## config.mk

```make
export PLATFORM = sky130hd
export DESIGN_NAME = adcr_readout
export DESIGN_NICKNAME = d
export VERILOG_FILES = /design/src/hdl/adcr_pkg.sv /design/src/hdl/adcr_readout.sv
export VERILOG_INCLUDE_DIRS = /design/src /design/src/hdl
export SDC_FILE = /design/constraint.sdc
export NUM_CORES = 1
export LEC_CHECK = 0
export ABC_AREA = 1
export BUFFER_PORTS_ARGS = -buffer_cell sky130_fd_sc_hd__buf_4
export CAP_MARGIN = 20
export CORE_MARGIN = 2
export CORE_UTILIZATION = 30
export CTS_CLUSTER_SIZE = 12
export DETAILED_ROUTE_END_ITERATION = 8
export GPL_TIMING_DRIVEN = 1
export PLACE_DENSITY = 0.53
export SETUP_SLACK_MARGIN = 0.3
export SYNTH_ARGS = -nofsm -noshare
export SYNTH_HDL_FRONTEND = slang
export SYNTH_SLANG_ARGS = --single-unit
```

## constraint.sdc

```tcl
create_clock -name core_clk_in -period 4.8 [get_ports core_clk_in]
set_input_delay 0.24 -clock core_clk_in [delete_from_list [all_inputs] [get_ports core_clk_in]]
set_output_delay 0.24 -clock core_clk_in [all_outputs]
set_load 0.05 [all_outputs]
```

## src/hdl/adcr_defines.svh

```systemverilog
// Purpose: Timing counts, pin positions and reset values of the ADC result readout.
// Assumes: One 20 MHz core clock; all times in ns, counts derived from them.
// Notes:   Least times round up, longest and typical times round down, none below one cycle.
//
// How it works
// - Parallel result valid within 0.75, 1 or 1.25 us of convert start.
// - Parallel data valid at least 20 ns before busy falls.
// - Read-during-convert frame marker rises 25, 275 or 525 ns after convert start; in fast mode the code raises it after 200 to 250 ns.
// - Read-after-convert frame marker rises 0.75, 1 or 1.25 us after convert start.
// - Read-after-convert busy spans the transfer, falls 25 ns after frame marker.
// - Divider setting picks least serial clock period 25, 50, 100, 200 ns.
// - Serial clock period at most 40, 70, 140, 280 ns per divider setting; dividers 0 and 1 run at 100 ns in the code.
// - Serial clock high at least 15/25/50/100 ns, low 9/24/49/99 ns.
// - First serial clock edge at least 4 or 20 ns after frame marker.
// - Frame marker held 3, 60, 140 or 300 ns after last serial edge.
// - Fastest mode read-after-convert busy under 1.5/2/3/5.25 us; dividers 0 and 1 hold it 2.25 and 2.3 us in the code.
// - Normal mode read-after-convert busy under 1.75/2.25/3.25/5.5 us; dividers 0 and 1 hold it 2.5 and 2.55 us in the code.
// - Low-power read-after-convert busy under 2/2.5/3.5/5.75 us; dividers 0 and 1 hold it 2.75 and 2.8 us in the code.
// - Serial outputs driven within 10 ns of chip select falling; the code enables them 100 to 150 ns later through the synchronisers.
// - Serial outputs released within 10 ns of chip select rising; the code releases them 100 to 150 ns later through the synchronisers.
// - Clock source low drives internal clock out; high uses gated external clock.
`ifndef ADCR_DEFINES_SVH
`define ADCR_DEFINES_SVH

`define ADCR_CLK_NS 50
`define ADCR_UP(t) (((t) + `ADCR_CLK_NS - 1) / `ADCR_CLK_NS)
`define ADCR_DN(t) ((((t) / `ADCR_CLK_NS) < 1) ? 1 : ((t) / `ADCR_CLK_NS))
`define ADCR_MAX(a, b) (((a) > (b)) ? (a) : (b))

`define ADCR_WORD_W 16
`define ADCR_FIFO_D 4
`define ADCR_CNT_W 8
`define ADCR_BITS_W 5

// Two synchroniser flops plus the edge register
`define ADCR_IN_LAT 3
// FIFO read plus output register
`define ADCR_OUT_LAT 2

`define ADCR_T_CONV_FAST_NS 750
`define ADCR_T_CONV_NORM_NS 1000
`define ADCR_T_CONV_LOWP_NS 1250
`define ADCR_PUSH_CYC(t) (`ADCR_DN(t) - `ADCR_IN_LAT - `ADCR_OUT_LAT)

`define ADCR_T_RDC_FAST_NS 25
`define ADCR_T_RDC_NORM_NS 275
`define ADCR_T_RDC_LOWP_NS 525
`define ADCR_RDC_CYC(t) `ADCR_MAX(1, `ADCR_DN(t) - `ADCR_IN_LAT)

`define ADCR_T_DATA_TO_BUSY_NS 20
`define ADCR_DATA_TO_BUSY_CYC `ADCR_UP(`ADCR_T_DATA_TO_BUSY_NS)
`define ADCR_T_SYNC_TO_BUSY_NS 25
`define ADCR_SYNC_TO_BUSY_CYC `ADCR_DN(`ADCR_T_SYNC_TO_BUSY_NS)

`define ADCR_T_PER_MIN0_NS 25
`define ADCR_T_PER_MIN1_NS 50
`define ADCR_T_PER_MIN2_NS 100
`define ADCR_T_PER_MIN3_NS 200
`define ADCR_T_HI_MIN0_NS 15
`define ADCR_T_HI_MIN1_NS 25
`define ADCR_T_HI_MIN2_NS 50
`define ADCR_T_HI_MIN3_NS 100
`define ADCR_T_LO_MIN0_NS 9
`define ADCR_T_LO_MIN1_NS 24
`define ADCR_T_LO_MIN2_NS 49
`define ADCR_T_LO_MIN3_NS 99
`define ADCR_T_LEAD_MIN0_NS 4
`define ADCR_T_LEAD_MIN1_NS 20
`define ADCR_T_HOLD_MIN0_NS 3
`define ADCR_T_HOLD_MIN1_NS 60
`define ADCR_T_HOLD_MIN2_NS 140
`define ADCR_T_HOLD_MIN3_NS 300
`define ADCR_LO_CYC(l, p, h) `ADCR_MAX(`ADCR_UP(l), `ADCR_UP(p) - `ADCR_UP(h))

// Synchronised pin vector positions
`define ADCR_PIN_CNV 0
`define ADCR_PIN_CS 1
`define ADCR_PIN_FAST 2
`define ADCR_PIN_LOWP 3
`define ADCR_PIN_SER 4
`define ADCR_PIN_EXT 5
`define ADCR_PIN_RDC 6
`define ADCR_PIN_DIV0 7
`define ADCR_PIN_DIV1 8
`define ADCR_PIN_XCLK 9
`define ADCR_PIN_N 10
// Convert start and chip select idle high
`define ADCR_PIN_RST 10'h003

`endif

```

## src/hdl/adcr_pkg.sv

```systemverilog
// Purpose: Types of the ADC result readout.
// Assumes: Constants live in adcr_defines.svh.
// Notes:   State codes are one-hot.
package adcr_pkg;

    typedef enum logic [1:0] {
        ADCR_SPEED_NORM = 2'h0,
        ADCR_SPEED_FAST = 2'h1,
        ADCR_SPEED_LOWP = 2'h2
    } adcr_speed_t;

    typedef enum logic [3:0] {
        ADCR_C_IDLE = 4'h1,
        ADCR_C_CONV = 4'h2,
        ADCR_C_FINISH = 4'h4,
        ADCR_C_TAIL = 4'h8
    } adcr_conv_state_t;

    typedef enum logic [4:0] {
        ADCR_S_IDLE = 5'h01,
        ADCR_S_LEAD = 5'h02,
        ADCR_S_HIGH = 5'h04,
        ADCR_S_LOW = 5'h08,
        ADCR_S_HOLD = 5'h10
    } adcr_ser_state_t;

endpackage

```

## src/hdl/adcr_readout.sv

```systemverilog
// Purpose: Result readout sequencing of a 16-bit converter: busy, parallel and serial ports.
// Assumes: 20 MHz core clock; the core hands its result on sample_data_in at the push point.
// Notes:   All pins pass two flops, so pin-relative figures include that latency.
`timescale 1ns/1ps
`include "adcr_defines.svh"

// ************************************************************
// Result FIFO
// ************************************************************
module adcr_fifo #(
    parameter int WIDTH = `ADCR_WORD_W,
    parameter int DEPTH = `ADCR_FIFO_D
) (
    input wire logic core_clk_in,
    input wire logic sys_rst_in,
    input wire logic in_valid_in,
    output logic in_ready_out,
    input wire logic [WIDTH-1:0] in_data_in,
    output logic out_valid_out,
    input wire logic out_ready_in,
    output logic [WIDTH-1:0] out_data_out
);
    localparam int AW = (DEPTH > 1) ? $clog2(DEPTH) : 1;
    logic [WIDTH-1:0] mem [DEPTH];
    logic [AW-1:0] wr_ptr;
    logic [AW-1:0] rd_ptr;
    logic [AW:0] count;
    logic do_wr;
    logic do_rd;

    assign in_ready_out = (count != (AW+1)'(DEPTH));
    assign out_valid_out = (count != '0);
    assign out_data_out = mem[rd_ptr];
    assign do_wr = in_valid_in && in_ready_out;
    assign do_rd = out_valid_out && out_ready_in;

    always_ff @(posedge core_clk_in) begin
        if (do_wr) begin
            mem[wr_ptr] <= in_data_in;
        end
    end

    always_ff @(posedge core_clk_in) begin
        if (sys_rst_in) begin
            wr_ptr <= '0;
            rd_ptr <= '0;
            count <= '0;
        end else begin
            if (do_wr) begin
                wr_ptr <= (wr_ptr == AW'(DEPTH - 1)) ? '0 : wr_ptr + 1'b1;
            end
            if (do_rd) begin
                rd_ptr <= (rd_ptr == AW'(DEPTH - 1)) ? '0 : rd_ptr + 1'b1;
            end
            count <= count + (AW+1)'(do_wr) - (AW+1)'(do_rd);
        end
    end
endmodule

// ************************************************************
// Readout top
// ************************************************************
module adcr_readout
    import adcr_pkg::*;
(
    input wire logic core_clk_in,
    input wire logic sys_rst_in,
    input wire logic convert_start_n_in,
    input wire logic chip_select_n_in,
    input wire logic fast_mode_in,
    input wire logic low_power_in,
    input wire logic port_type_select_in,
    input wire logic clock_source_select_in,
    input wire logic read_timing_select_in,
    input wire logic [1:0] serial_clock_divider_in,
    input wire logic ext_serial_clock_in,
    input wire logic [15:0] sample_data_in,
    output logic busy_out,
    output logic [15:0] parallel_data_out,
    output logic parallel_data_oe_out,
    output logic frame_sync_out,
    output logic frame_sync_oe_out,
    output logic serial_clock_out,
    output logic serial_clock_oe_out,
    output logic serial_data_out,
    output logic serial_data_oe_out
);
    typedef logic [`ADCR_CNT_W-1:0] adcr_cnt_t;

    // ************************************************************
    // Decode functions
    // ************************************************************
    function automatic adcr_speed_t speed_of(input logic fast, input logic lowp);
        if (fast && !lowp) begin
            return ADCR_SPEED_FAST;
        end else if (lowp && !fast) begin
            return ADCR_SPEED_LOWP;
        end
        // Both high is undefined; normal is the safe reading
        return ADCR_SPEED_NORM;
    endfunction

    function automatic adcr_cnt_t push_cyc(input adcr_speed_t sp);
        case (sp)
            ADCR_SPEED_FAST: return adcr_cnt_t'(`ADCR_PUSH_CYC(`ADCR_T_CONV_FAST_NS));
            ADCR_SPEED_LOWP: return adcr_cnt_t'(`ADCR_PUSH_CYC(`ADCR_T_CONV_LOWP_NS));
            default: return adcr_cnt_t'(`ADCR_PUSH_CYC(`ADCR_T_CONV_NORM_NS));
        endcase
    endfunction

    function automatic adcr_cnt_t rdc_cyc(input adcr_speed_t sp);
        case (sp)
            ADCR_SPEED_FAST: return adcr_cnt_t'(`ADCR_RDC_CYC(`ADCR_T_RDC_FAST_NS));
            ADCR_SPEED_LOWP: return adcr_cnt_t'(`ADCR_RDC_CYC(`ADCR_T_RDC_LOWP_NS));
            default: return adcr_cnt_t'(`ADCR_RDC_CYC(`ADCR_T_RDC_NORM_NS));
        endcase
    endfunction

    function automatic adcr_cnt_t hi_cyc(input logic [1:0] dv);
        case (dv)
            2'h0: return adcr_cnt_t'(`ADCR_UP(`ADCR_T_HI_MIN0_NS));
            2'h1: return adcr_cnt_t'(`ADCR_UP(`ADCR_T_HI_MIN1_NS));
            2'h2: return adcr_cnt_t'(`ADCR_UP(`ADCR_T_HI_MIN2_NS));
            default: return adcr_cnt_t'(`ADCR_UP(`ADCR_T_HI_MIN3_NS));
        endcase
    endfunction

    function automatic adcr_cnt_t lo_cyc(input logic [1:0] dv);
        case (dv)
            2'h0: return adcr_cnt_t'(`ADCR_LO_CYC(`ADCR_T_LO_MIN0_NS, `ADCR_T_PER_MIN0_NS,
                                                  `ADCR_T_HI_MIN0_NS));
            2'h1: return adcr_cnt_t'(`ADCR_LO_CYC(`ADCR_T_LO_MIN1_NS, `ADCR_T_PER_MIN1_NS,
                                                  `ADCR_T_HI_MIN1_NS));
            2'h2: return adcr_cnt_t'(`ADCR_LO_CYC(`ADCR_T_LO_MIN2_NS, `ADCR_T_PER_MIN2_NS,
                                                  `ADCR_T_HI_MIN2_NS));
            default: return adcr_cnt_t'(`ADCR_LO_CYC(`ADCR_T_LO_MIN3_NS, `ADCR_T_PER_MIN3_NS,
                                                     `ADCR_T_HI_MIN3_NS));
        endcase
    endfunction

    function automatic adcr_cnt_t lead_cyc(input logic [1:0] dv);
        return adcr_cnt_t'(`ADCR_UP(dv == 2'h0 ? `ADCR_T_LEAD_MIN0_NS : `ADCR_T_LEAD_MIN1_NS));
    endfunction

    function automatic adcr_cnt_t hold_cyc(input logic [1:0] dv);
        case (dv)
            2'h0: return adcr_cnt_t'(`ADCR_UP(`ADCR_T_HOLD_MIN0_NS));
            2'h1: return adcr_cnt_t'(`ADCR_UP(`ADCR_T_HOLD_MIN1_NS));
            2'h2: return adcr_cnt_t'(`ADCR_UP(`ADCR_T_HOLD_MIN2_NS));
            default: return adcr_cnt_t'(`ADCR_UP(`ADCR_T_HOLD_MIN3_NS));
        endcase
    endfunction

    // ************************************************************
    // Pin synchronisers
    // ************************************************************
    logic [`ADCR_PIN_N-1:0] pin_raw;
    logic [`ADCR_PIN_N-1:0] pin_meta;
    logic [`ADCR_PIN_N-1:0] pin_sync;
    logic cnv_prev;
    logic xclk_prev;

    assign pin_raw = {ext_serial_clock_in, serial_clock_divider_in, read_timing_select_in,
                      clock_source_select_in, port_type_select_in, low_power_in, fast_mode_in,
                      chip_select_n_in, convert_start_n_in};

    genvar gi;
    generate
        for (gi = 0; gi < `ADCR_PIN_N; gi++) begin : g_sync
            always_ff @(posedge core_clk_in) begin
                if (sys_rst_in) begin
                    pin_meta[gi] <= 1'(`ADCR_PIN_RST >> gi);
                    pin_sync[gi] <= 1'(`ADCR_PIN_RST >> gi);
                end else begin
                    pin_meta[gi] <= pin_raw[gi];
                    pin_sync[gi] <= pin_meta[gi];
                end
            end
        end
    endgenerate

    always_ff @(posedge core_clk_in) begin
        if (sys_rst_in) begin
            cnv_prev <= 1'b1;
            xclk_prev <= 1'b0;
        end else begin
            cnv_prev <= pin_sync[`ADCR_PIN_CNV];
            xclk_prev <= pin_sync[`ADCR_PIN_XCLK];
        end
    end

    logic start_evt;
    logic cs_active;
    logic mode_serial;
    logic mode_master;
    logic mode_rac;
    logic mode_rdc;
    logic mode_slave;
    logic xclk_fall;
    adcr_speed_t speed_now;

    assign start_evt = cnv_prev && !pin_sync[`ADCR_PIN_CNV];
    assign cs_active = !pin_sync[`ADCR_PIN_CS];
    assign mode_serial = pin_sync[`ADCR_PIN_SER];
    assign mode_master = mode_serial && !pin_sync[`ADCR_PIN_EXT];
    assign mode_slave = mode_serial && pin_sync[`ADCR_PIN_EXT];
    assign mode_rac = mode_master && !pin_sync[`ADCR_PIN_RDC];
    assign mode_rdc = mode_master && pin_sync[`ADCR_PIN_RDC];
    assign xclk_fall = xclk_prev && !pin_sync[`ADCR_PIN_XCLK];
    assign speed_now = speed_of(pin_sync[`ADCR_PIN_FAST], pin_sync[`ADCR_PIN_LOWP]);

    // ************************************************************
    // FIFO between converter core and output ports
    // ************************************************************
    adcr_conv_state_t conv_state;
    adcr_ser_state_t ser_state;
    adcr_speed_t conv_speed;
    adcr_cnt_t conv_cnt;
    logic push;
    logic fifo_in_ready;
    logic fifo_out_valid;
    logic [15:0] fifo_out_data;
    logic par_load;
    logic ser_start;
    logic slave_load;
    logic ser_done;
    logic [`ADCR_BITS_W-1:0] bits_left;

    assign push = (conv_state == ADCR_C_CONV) && (conv_cnt == push_cyc(conv_speed) - 1'b1);
    assign par_load = !mode_serial && fifo_out_valid;
    // Read-during-convert sends the previous result while this one converts
    assign ser_start = (ser_state == ADCR_S_IDLE) && fifo_out_valid && (
        (mode_rac && conv_state == ADCR_C_FINISH) ||
        (mode_rdc && conv_state == ADCR_C_CONV && conv_cnt == rdc_cyc(conv_speed)));
    assign slave_load = mode_slave && bits_left == '0 && fifo_out_valid;

    adcr_fifo #(.WIDTH(`ADCR_WORD_W), .DEPTH(`ADCR_FIFO_D)) u_fifo (
        .core_clk_in(core_clk_in),
        .sys_rst_in(sys_rst_in),
        .in_valid_in(push),
        .in_ready_out(fifo_in_ready),
        .in_data_in(sample_data_in),
        .out_valid_out(fifo_out_valid),
        .out_ready_in(par_load || ser_start || slave_load),
        .out_data_out(fifo_out_data)
    );

    // ************************************************************
    // Conversion and busy sequencing
    // ************************************************************
    logic result_taken;
    adcr_cnt_t tail_len;

    assign result_taken = mode_rac ? ser_done : (mode_serial ? 1'b1 : par_load);
    assign tail_len = mode_rac ? adcr_cnt_t'(`ADCR_SYNC_TO_BUSY_CYC)
                               : adcr_cnt_t'(`ADCR_DATA_TO_BUSY_CYC);

    always_ff @(posedge core_clk_in) begin
        if (sys_rst_in) begin
            conv_state <= ADCR_C_IDLE;
            conv_cnt <= '0;
            conv_speed <= ADCR_SPEED_NORM;
            busy_out <= 1'b0;
        end else begin
            case (conv_state)
                ADCR_C_IDLE: begin
                    // A full FIFO refuses the start, stalling conversions
                    if (start_evt && fifo_in_ready) begin
                        conv_state <= ADCR_C_CONV;
                        conv_cnt <= '0;
                        conv_speed <= speed_now;
                        busy_out <= 1'b1;
                    end
                end
                ADCR_C_CONV: begin
                    conv_cnt <= conv_cnt + 1'b1;
                    if (push) begin
                        conv_state <= ADCR_C_FINISH;
                    end
                end
                ADCR_C_FINISH: begin
                    // Parallel and read-after-convert modes keep busy high until the result is out
                    if (result_taken) begin
                        conv_state <= ADCR_C_TAIL;
                        conv_cnt <= '0;
                    end
                end
                ADCR_C_TAIL: begin
                    conv_cnt <= conv_cnt + 1'b1;
                    if (conv_cnt == tail_len - 1'b1) begin
                        conv_state <= ADCR_C_IDLE;
                        busy_out <= 1'b0;
                    end
                end
                default: begin
                    conv_state <= ADCR_C_IDLE;
                    busy_out <= 1'b0;
                end
            endcase
        end
    end

    // ************************************************************
    // Parallel port
    // ************************************************************
    always_ff @(posedge core_clk_in) begin
        if (sys_rst_in) begin
            parallel_data_out <= '0;
            parallel_data_oe_out <= 1'b0;
        end else begin
            if (par_load) begin
                parallel_data_out <= fifo_out_data;
            end
            parallel_data_oe_out <= !mode_serial && cs_active;
        end
    end

    // ************************************************************
    // Master serial frame
    // ************************************************************
    adcr_cnt_t ser_cnt;
    logic [1:0] div_sel;

    assign ser_done = (ser_state == ADCR_S_HOLD) && (ser_cnt == hold_cyc(div_sel) - 1'b1);

    always_ff @(posedge core_clk_in) begin
        if (sys_rst_in) begin
            ser_state <= ADCR_S_IDLE;
            ser_cnt <= '0;
            div_sel <= 2'h0;
            frame_sync_out <= 1'b0;
            serial_clock_out <= 1'b0;
        end else begin
            ser_cnt <= ser_cnt + 1'b1;
            case (ser_state)
                ADCR_S_IDLE: begin
                    if (ser_start) begin
                        ser_state <= ADCR_S_LEAD;
                        ser_cnt <= '0;
                        // Divider pins count only in read-after-convert
                        div_sel <= mode_rac ? pin_sync[`ADCR_PIN_DIV1:`ADCR_PIN_DIV0]
                                            : 2'h0;
                        frame_sync_out <= 1'b1;
                    end
                end
                ADCR_S_LEAD: begin
                    if (ser_cnt == lead_cyc(div_sel) - 1'b1) begin
                        ser_state <= ADCR_S_HIGH;
                        ser_cnt <= '0;
                        serial_clock_out <= 1'b1;
                    end
                end
                ADCR_S_HIGH: begin
                    if (ser_cnt == hi_cyc(div_sel) - 1'b1) begin
                        ser_cnt <= '0;
                        serial_clock_out <= 1'b0;
                        ser_state <= (bits_left == `ADCR_BITS_W'(1)) ? ADCR_S_HOLD
                                                                     : ADCR_S_LOW;
                    end
                end
                ADCR_S_LOW: begin
                    if (ser_cnt == lo_cyc(div_sel) - 1'b1) begin
                        ser_cnt <= '0;
                        serial_clock_out <= 1'b1;
                        ser_state <= ADCR_S_HIGH;
                    end
                end
                ADCR_S_HOLD: begin
                    if (ser_done) begin
                        frame_sync_out <= 1'b0;
                        ser_state <= ADCR_S_IDLE;
                    end
                end
                default: begin
                    ser_state <= ADCR_S_IDLE;
                    frame_sync_out <= 1'b0;
                    serial_clock_out <= 1'b0;
                end
            endcase
        end
    end

    // ************************************************************
    // Shift register, MSB first
    // ************************************************************
    logic [15:0] shift_reg;
    logic master_fall;
    logic slave_shift;

    assign master_fall = (ser_state == ADCR_S_HIGH) && (ser_cnt == hi_cyc(div_sel) - 1'b1);
    // External clock is sampled, so it must run well below the core clock
    assign slave_shift = mode_slave && cs_active && xclk_fall && bits_left != '0;
    assign serial_data_out = shift_reg[15];

    always_ff @(posedge core_clk_in) begin
        if (sys_rst_in) begin
            shift_reg <= '0;
            bits_left <= '0;
        end else if (ser_start || slave_load) begin
            shift_reg <= fifo_out_data;
            bits_left <= `ADCR_BITS_W'(`ADCR_WORD_W);
        end else if (master_fall || slave_shift) begin
            shift_reg <= {shift_reg[14:0], 1'b0};
            bits_left <= bits_left - 1'b1;
        end
    end

    // ************************************************************
    // Serial output enables
    // ************************************************************
    always_ff @(posedge core_clk_in) begin
        if (sys_rst_in) begin
            frame_sync_oe_out <= 1'b0;
            serial_clock_oe_out <= 1'b0;
            serial_data_oe_out <= 1'b0;
        end else begin
            frame_sync_oe_out <= mode_master && cs_active;
            serial_clock_oe_out <= mode_master && cs_active;
            serial_data_oe_out <= mode_serial && cs_active;
        end
    end
endmodule

```

==> run summary, run 1 <==
The run finished with clean final reports. The number of setup buffers added after CTS is 0. Dividing the detail-routed wire length by the instance count gives 12.4 um. Setup repair after global routing left no endpoint under its margin. Synthesis produced a netlist with a net count of 865.

The arrival time of the worst setup path was 2.84 ns. The fraction of power spent switching nets came out at 0.378. The detail route stage leaves a number of antenna-violating nets equal to 0.

The total of flip-flops plus latches after synthesis is 167. The tools report the floorplan die area as 25,000 um2. In the routed design, unresolved DRC markers number 0. For this run, the top clock speed supported by timing is 360 MHz. The total met3 wirelength after detailed routing came out at 549 um.

Warning count from the yosys run: 0. The post-detailed-routing wire length was 15,000 um; the ratio of final minimum period to clock period was 0.579. The ratio of total power to cell area works out to 504 nW/um2. For the effective utilization at floorplan, the log shows 0.305.

The analysis attributes to net switching a power of 1.63 mW. In this run the worst hold path is classified as in2reg. Number of global-route vias before repair: 4,941. The non-filler instance count after layout was 1,209. The share of post-route cells with drive strength above 1 came out at 0.134. Clock latency on the worst-skew pair, taken at its later pin, is 0.44 ns. The count of buffers inserted at the top-level ports is 51.

The tools report the part of the power in the clock network as 0.322. TritonCTS built the clock tree. The clock arrives with 0.0148 ns of skew. The max-slew violation total from the final report was 0; the share of total power in combinational logic was 0.289. The buffer cell driving the clock tree root was sky130_fd_sc_hd__clkbuf_16. The worst setup path is of the reg2reg kind.

Ranked by total cell area, the synthesized netlist is headed by sky130_fd_sc_hd__dfxtp_1 (29%), sky130_fd_sc_hd__edfxtp_1 (27%), sky130_fd_sc_hd__nand2_1 (9.0%), sky130_fd_sc_hd__nor2_1 (6.0%), sky130_fd_sc_hd__inv_1 (5.1%). VDD sags by at most 0.000310 V. Summed over all failing endpoints, the final setup total negative slack is 0 ns. Summed over all layers, the global routing overflow is 0. In this run, the number of DRC markers left after iteration 0 of detailed routing was 333. The via-per-instance ratio was 4.39. The register share of total power is 0.389, and the proportion of netlist area held by the largest area contributor is 0.289.

Detailed routing inserted a total of 5,308 vias. In this run the top signal layer used is met4. STA classifies the critical path startpoint as a flip-flop. The maximum fanout along the worst path is 16. From bottom edge to top edge, the die measures 158 um. The first TritonRoute pass finished after 6 iterations.

The slew of the pin with the lowest slew margin was 1.00 ns. The clock passes through at most 2 buffers. The region available for standard cell placement spans 23,400 um2.

Data required time at the worst endpoint: 4.86 ns. The tools report the cell row count as 56. The flip-flop count of the largest register, all copies and words added was 64. Fill cells in the final layout number 2,425. The headroom to the max-slew limit is 0.330, and the share of the yosys chip area belonging to registers is 0.558. STA classifies the critical path endpoint as a flip-flop. The final setup violation count is 0. In this run, placement finished with an instance count of 1,163. From left edge to right edge, the die measures 158 um. The detailed placer's ending HPWL was 9870 um. The final layout net count is 923, and the antenna cell count is 0. Subtracting the final worst setup slack from the clock period gives 2.78 ns. The logs give 0.366 for the utilization after layout and 14 for the number of hold-repair buffers added at the cts stage. For the first-pass GRT wire length, the log shows 24,600 um. The tools report the global router's overall resource usage as 0.127.

The routed metal-1 wire length came out at 7520 um. The cell count after synthesis came out at 819. In the layout the commonest cells are sky130_fd_sc_hd__nand2_1 (171), sky130_fd_sc_hd__nor2_1 (111), sky130_fd_sc_hd__dfxtp_1 (103). In this run, CTS created clock tree buffers numbering 17. The last weighted congestion value of the routability-driven placer is 0.773. The post-CTS resize count was 0. For this design the static power due to leakage is 3.60 nW.

The number of I/O pins is 52. The synthesized area per cell is 8.71 um2, and the number of hold violations in the final report is 0. The tool flagged a number of max-cap violations equal to 0. Internal power consumption: 2.69 mW. Leaving out fill and tap cells, the most frequent cell in the layout is sky130_fd_sc_hd__nand2_1.

The tools report the initial antenna violation count as 0. Biggest area consumer among synthesized cells: sky130_fd_sc_hd__dfxtp_1. Combined area of all synthesized cells: 7140 um2. After detailed routing, the met2 layer carries 6740 um of wire. Clock-pin slew was measured on the worst setup and hold paths at 0.07 ns. The clock net in this run drives a total of 167 sinks. The run gives 40 as the number of distinct library cells after synthesis. Entering global routing, the biggest net connects 47 pins. From synthesis to final layout, the design area changed by 20.0%.

CTS built an H-tree with a depth of 4.
-- synthesized netlist by cell type (all sizes together) --
cell type,n
o211a,1
a21oi,61
nor2,119
or2,8
o31ai,1
a32oi,16
nand2,180
dfxtp,103
fa,1
nor4,1
xnor2,1
a31oi,1
edfxtp,64
clkinv,1
ha,17
clkbuf,21
and3,1
xor2,11
a21boi,1
nor3,4
buf,10
nor3b,1
nand3,38
nand4,8
inv,100
nand3b,3
o21ai,46
-- worst max-delay path: stages, from the launching register on --
cell and delay, ns:
sky130_fd_sc_hd__dfxtp_1 0.33, sky130_fd_sc_hd__inv_1 0.07, sky130_fd_sc_hd__ha_1 0.31, sky130_fd_sc_hd__inv_1 0.08, sky130_fd_sc_hd__nand2_1 0.06, sky130_fd_sc_hd__nand3_1 0.07, sky130_fd_sc_hd__nor3_1 0.20, sky130_fd_sc_hd__nand4_1 0.18
sky130_fd_sc_hd__nor2_2 0.21, sky130_fd_sc_hd__inv_1 0.15, sky130_fd_sc_hd__nor2_2 0.73
-- area by class of cell --
cell class	count	area [um2]	share of cell area
inverter	101	379	0.0443
sequential	167	3980	0.465
tap	319	399	0.0466
multi-input combinational	520	2640	0.308
clock buffer	17	425	0.0497
timing repair buffer	70	561	0.0654
clock inverter	15	181	0.0212
-- through the flow --
| step | hold WS (ns) | power, mW | instance area (um2) | setup WS, ns |
|---|---|---|---|---|
| after global routing | 0.00458 | 4.58 | 8570 | 1.65 |
| after detailed placement | 0.393 | 2.96 | 7820 | 1.97 |
| after global placement | 0.396 | 2.96 | 7820 | 2.03 |
| after CTS | 0.00157 | 4.37 | 8570 | 1.95 |
| after floorplan | 0.339 | 2.60 | 7140 | 2.26 |
| final | 0.0148 | 4.32 | 8570 | 2.02 |
-- power by group through the flow --
| stage | Clock (mW) | Combinational [mW] | Sequential, mW |
|---|---|---|---|
| floorplan | 0 | 0.674 | 1.93 |
| global placement | 0 | 1.25 | 1.71 |
| detailed placement | 0 | 1.25 | 1.71 |
| CTS | 1.42 | 1.26 | 1.68 |
| global route | 1.48 | 1.40 | 1.70 |
| finish | 1.39 | 1.25 | 1.68 |
-- worst paths after layout --
kind	startpoint	end	slack [ns]	cells after the start
setup / recovery	conv_speed[0]	u_fifo.mem[2][9]	2.02	10
hold / removal	ext_serial_clock_in	pin_meta[9]	0.01	3
setup reg to reg	conv_speed[0]	u_fifo.mem[2][9]	2.02	10
hold reg to reg	pin_meta[8]	pin_sync[8]	0.41	2
-- metal layers --
layer / up-vias / track usage
met5: - / 0
met4: 0 / 0.0412
met2: 83 / 0.200
li1: 2772 / -
met1: 2442 / 0.171
met3: 11 / 0.0290
-- kinds of logic (layout without fill, tap and decap cells) --
kind of cell	count (synthesis)	in the layout	share of synthesized area
xor gates and xnor gates	12	12	0.0147
and+or+nand+nor	363	363	0.220
buffers and inverters	132	203	0.0735
DFF	167	167	0.558
adders and majority gates	18	18	0.0326
AOI/OAI and AO/OA	127	127	0.101
Power figures use the tool's default switching activity.
==> run 2: changes to the inputs <==
- clock period: 4.8 -> 2.8 ns (I/O delays scaled with it)
==> run summary, run 2 (synthesis gave the netlist of run 1 again) <==
Using the TritonRoute via totals, the vias-per-cell ratio works out to 4.36. The die extent in y is 158 um. The category of the worst setup path capture point was a flip-flop.

The flip-flop count of the largest register, all copies and words added was 64; the area of the placeable core was 23,400 um2. The clock latency reported for the late side of the worst-skew pair is 0.44 ns, and the number of DRC markers after the initial detailed-route iteration is 285. The worst setup path is launched from a flip-flop. The number of global-route vias before repair came out at 5,118. The maximum fanout along the worst path was 3; the number of H-tree levels was 4. Entering global routing, the biggest net connects 47 pins. The leakage power figure was 3.72 nW. The clock transition at the registers of the reported paths works out to 0.07 ns. The utilization after layout was 0.379. The slew of the pin with the lowest slew margin came out at 0.706 ns. Clock skew on the completed layout was measured at 0.0130 ns. From synthesis to final layout, the design area changed by 24.4%. The logs give 2.74 ns for the arrival time of the worst setup path and 5,381 for the detailed-route via count. The worst path needs 2.43 ns of the cycle, external delays included. The library cell used most frequently in the layout, excluding fill and tap cells, is sky130_fd_sc_hd__nand2_1. Remaining number of nets flagged by the antenna check after routing: 0. The effective utilization at floorplan is 0.305. The library cells used most frequently in the layout, excluding fill and tap cells, are sky130_fd_sc_hd__nand2_1 (170), sky130_fd_sc_hd__nor2_1 (111), sky130_fd_sc_hd__dfxtp_1 (101).

After routing, the total negative slack on setup checks comes to 0 ns. The detailed placer's ending HPWL is 9990 um. The initial antenna violation count was 0. The run gives 412 MHz as the maximum clock frequency. For hold timing, the worst endpoint is u_fifo.count[1].

The buffer cell driving the clock tree root was sky130_fd_sc_hd__clkbuf_16. The number of cells on the worst reg-to-reg path came out at 16. The first-pass GRT wire length was 25,300 um; the headroom to the max-slew limit was 0.529. The ratio of final minimum period to clock period is 0.867, and the number of cells traversed by the worst hold path is 2.

The internal portion of the total power is 4.66 mW. The run finished with clean final reports. The maximum count of clock buffers along a single path is 2, and the floorplan die area is 25,000 um2. In this run the critical register-to-register path is launched from conv_speed[0]. The part of the power in the clock network came out at 0.317. The hold path startpoint was sys_rst_in. In this run the critical register-to-register path is captured at u_fifo.count[1]. TritonCTS built the clock tree. Minimum hold slack: 0.144 ns. The number of hold violations in the final report was 0; the antenna cell count was 0.

After detailed routing, the average wire length per cell comes to 12.5 um. The maximum vdd drop was 0.000481 V. The initialized floorplan defines 56 standard-cell rows. In the final layout, the multi-input gates occupy 2710 um2. The number of I/O pins came out at 52. The worst setup path is of the reg2reg kind. The share of total power in combinational logic is 0.298. Port buffering added 51 buffers. Summed over all layers, the global routing overflow is 0. Overall power: 7.50 mW. The net switching power was 2.84 mW; the global router's overall resource usage was 0.130. Register share of total power: 0.384. In this run, CTS created clock tree buffers numbering 17. Setup repair after global routing left no endpoint under its margin. The tool flagged a number of max-cap violations equal to 0. The run gives 2,402 as the number of inserted filler cells in the final layout. In the routed design, unresolved DRC markers number 0. For this design, the sink count on the clock tree is 167. In the final layout, flip-flops and latches occupy 3990 um2. Routability-driven placement finished with a final weighted congestion of 0.796.

The final setup violation count was 0. The fraction of power spent switching nets works out to 0.379. The first detailed-routing pass ran for 4 iterations.

The tools report the post-detailed-routing wire length as 15,400 um. The final layout net count is 947, and the overall die width is 158 um. For this design the ratio of total power to cell area is 845 nW/um2. The classification of the worst-slack hold path is in2reg. In this run the register-to-register setup slack is 0.37 ns. The share of post-route cells with drive strength above 1 works out to 0.156. At the worst endpoint, the required time is 3.11 ns. For the max-slew violation total from the final report, the log shows 0.
[run 2: cell count changes in the layout (fill, tap and decap cells not counted), moves of 2 or more]
cell,before,now
sky130_fd_sc_hd__inv_1,97,95
sky130_fd_sc_hd__dlygate4sd3_1,14,26
sky130_fd_sc_hd__inv_8,5,3
sky130_fd_sc_hd__buf_4,56,67
sky130_fd_sc_hd__dfxtp_1,103,101
sky130_fd_sc_hd__nor2_4,3,5
sky130_fd_sc_hd__ha_1,17,13
sky130_fd_sc_hd__clkinv_8,3,6
sky130_fd_sc_hd__dfxtp_2,0,2
sky130_fd_sc_hd__ha_4,0,3
sky130_fd_sc_hd__nor2_2,5,3
[run 2: repair_timing]
item,in CTS,in global routing
resized for setup,8,10
pin swaps,2,5
cloned,0,0
endpoints found under the setup margin,2,66
hold endpoints to repair,74,0
hold buffers,26,0
buffers inserted,4,1
[run 2: worst max path at each step]
stage                             endpoint  slack, ns           from  depth (start not counted)
after floorplan           u_fifo.mem[0][0]       0.30  conv_speed[0]                         10
after global placement     u_fifo.count[2]       0.16  conv_speed[0]                         17
after detailed placement   u_fifo.count[2]        0.1  conv_speed[0]                         17
after CTS                  u_fifo.count[2]       0.35  conv_speed[0]                         17
after global routing       u_fifo.count[1]       0.25  conv_speed[0]                         16
final                      u_fifo.count[1]       0.37  conv_speed[0]                         16
[run 2: worst max-delay path, stage by stage (launching register included)]
cell	delay, ns
sky130_fd_sc_hd__dfxtp_2	0.36
sky130_fd_sc_hd__inv_4	0.06
sky130_fd_sc_hd__ha_4	0.27
sky130_fd_sc_hd__inv_2	0.04
sky130_fd_sc_hd__nand2_1	0.08
sky130_fd_sc_hd__nand2_2	0.07
sky130_fd_sc_hd__nor2_4	0.10
sky130_fd_sc_hd__nand3_2	0.09
sky130_fd_sc_hd__nand2_4	0.11
sky130_fd_sc_hd__nand2_8	0.06
sky130_fd_sc_hd__nand3b_4	0.09
sky130_fd_sc_hd__ha_4	0.20
sky130_fd_sc_hd__inv_1	0.05
sky130_fd_sc_hd__ha_1	0.13
sky130_fd_sc_hd__inv_1	0.05
sky130_fd_sc_hd__fa_2	0.51
sky130_fd_sc_hd__nor2_1	0.04
[run 2: through the flow]
stage          worst slack [ns]  cells  cell area, um2
2_1_floorplan             0.297    819            7140
3_3_place_gp              0.162   1170            7890
3_5_place_dp             0.0984   1170            7890
4_1_cts                   0.350   1232            8820
5_1_grt                   0.253   1233            8880
6_report                  0.371   1233            8880
[run 2: metal layers]
| metal | track usage | vias to the layer above | part of all wire |
|---|---|---|---|
| li1 | - | 2820 | - |
| met1 | 0.176 | 2471 | 0.51 |
| met2 | 0.203 | 70 | 0.45 |
| met3 | 0.0331 | 20 | 0.033 |
| met4 | 0.0442 | 0 | 0.015 |
| met5 | 0 | - | 0 |
[run 2: final cells by class]
cell class                 instances  share of cell area
tap                              319              0.0450
clock inverter                    15              0.0216
timing repair buffer              94              0.0882
inverter                         101              0.0430
clock buffer                      17              0.0479
multi-input combinational        520               0.305
sequential                       167               0.449
[run 2: power groups by stage]
| stage | Combinational, mW | Clock (mW) | Sequential (mW) |
|---|---|---|---|
| CTS | 2.23 | 2.44 | 2.88 |
| floorplan | 1.16 | 0 | 3.30 |
| global placement | 2.15 | 0 | 2.94 |
| detailed placement | 2.16 | 0 | 2.93 |
| global route | 2.50 | 2.55 | 2.91 |
| finish | 2.24 | 2.38 | 2.88 |
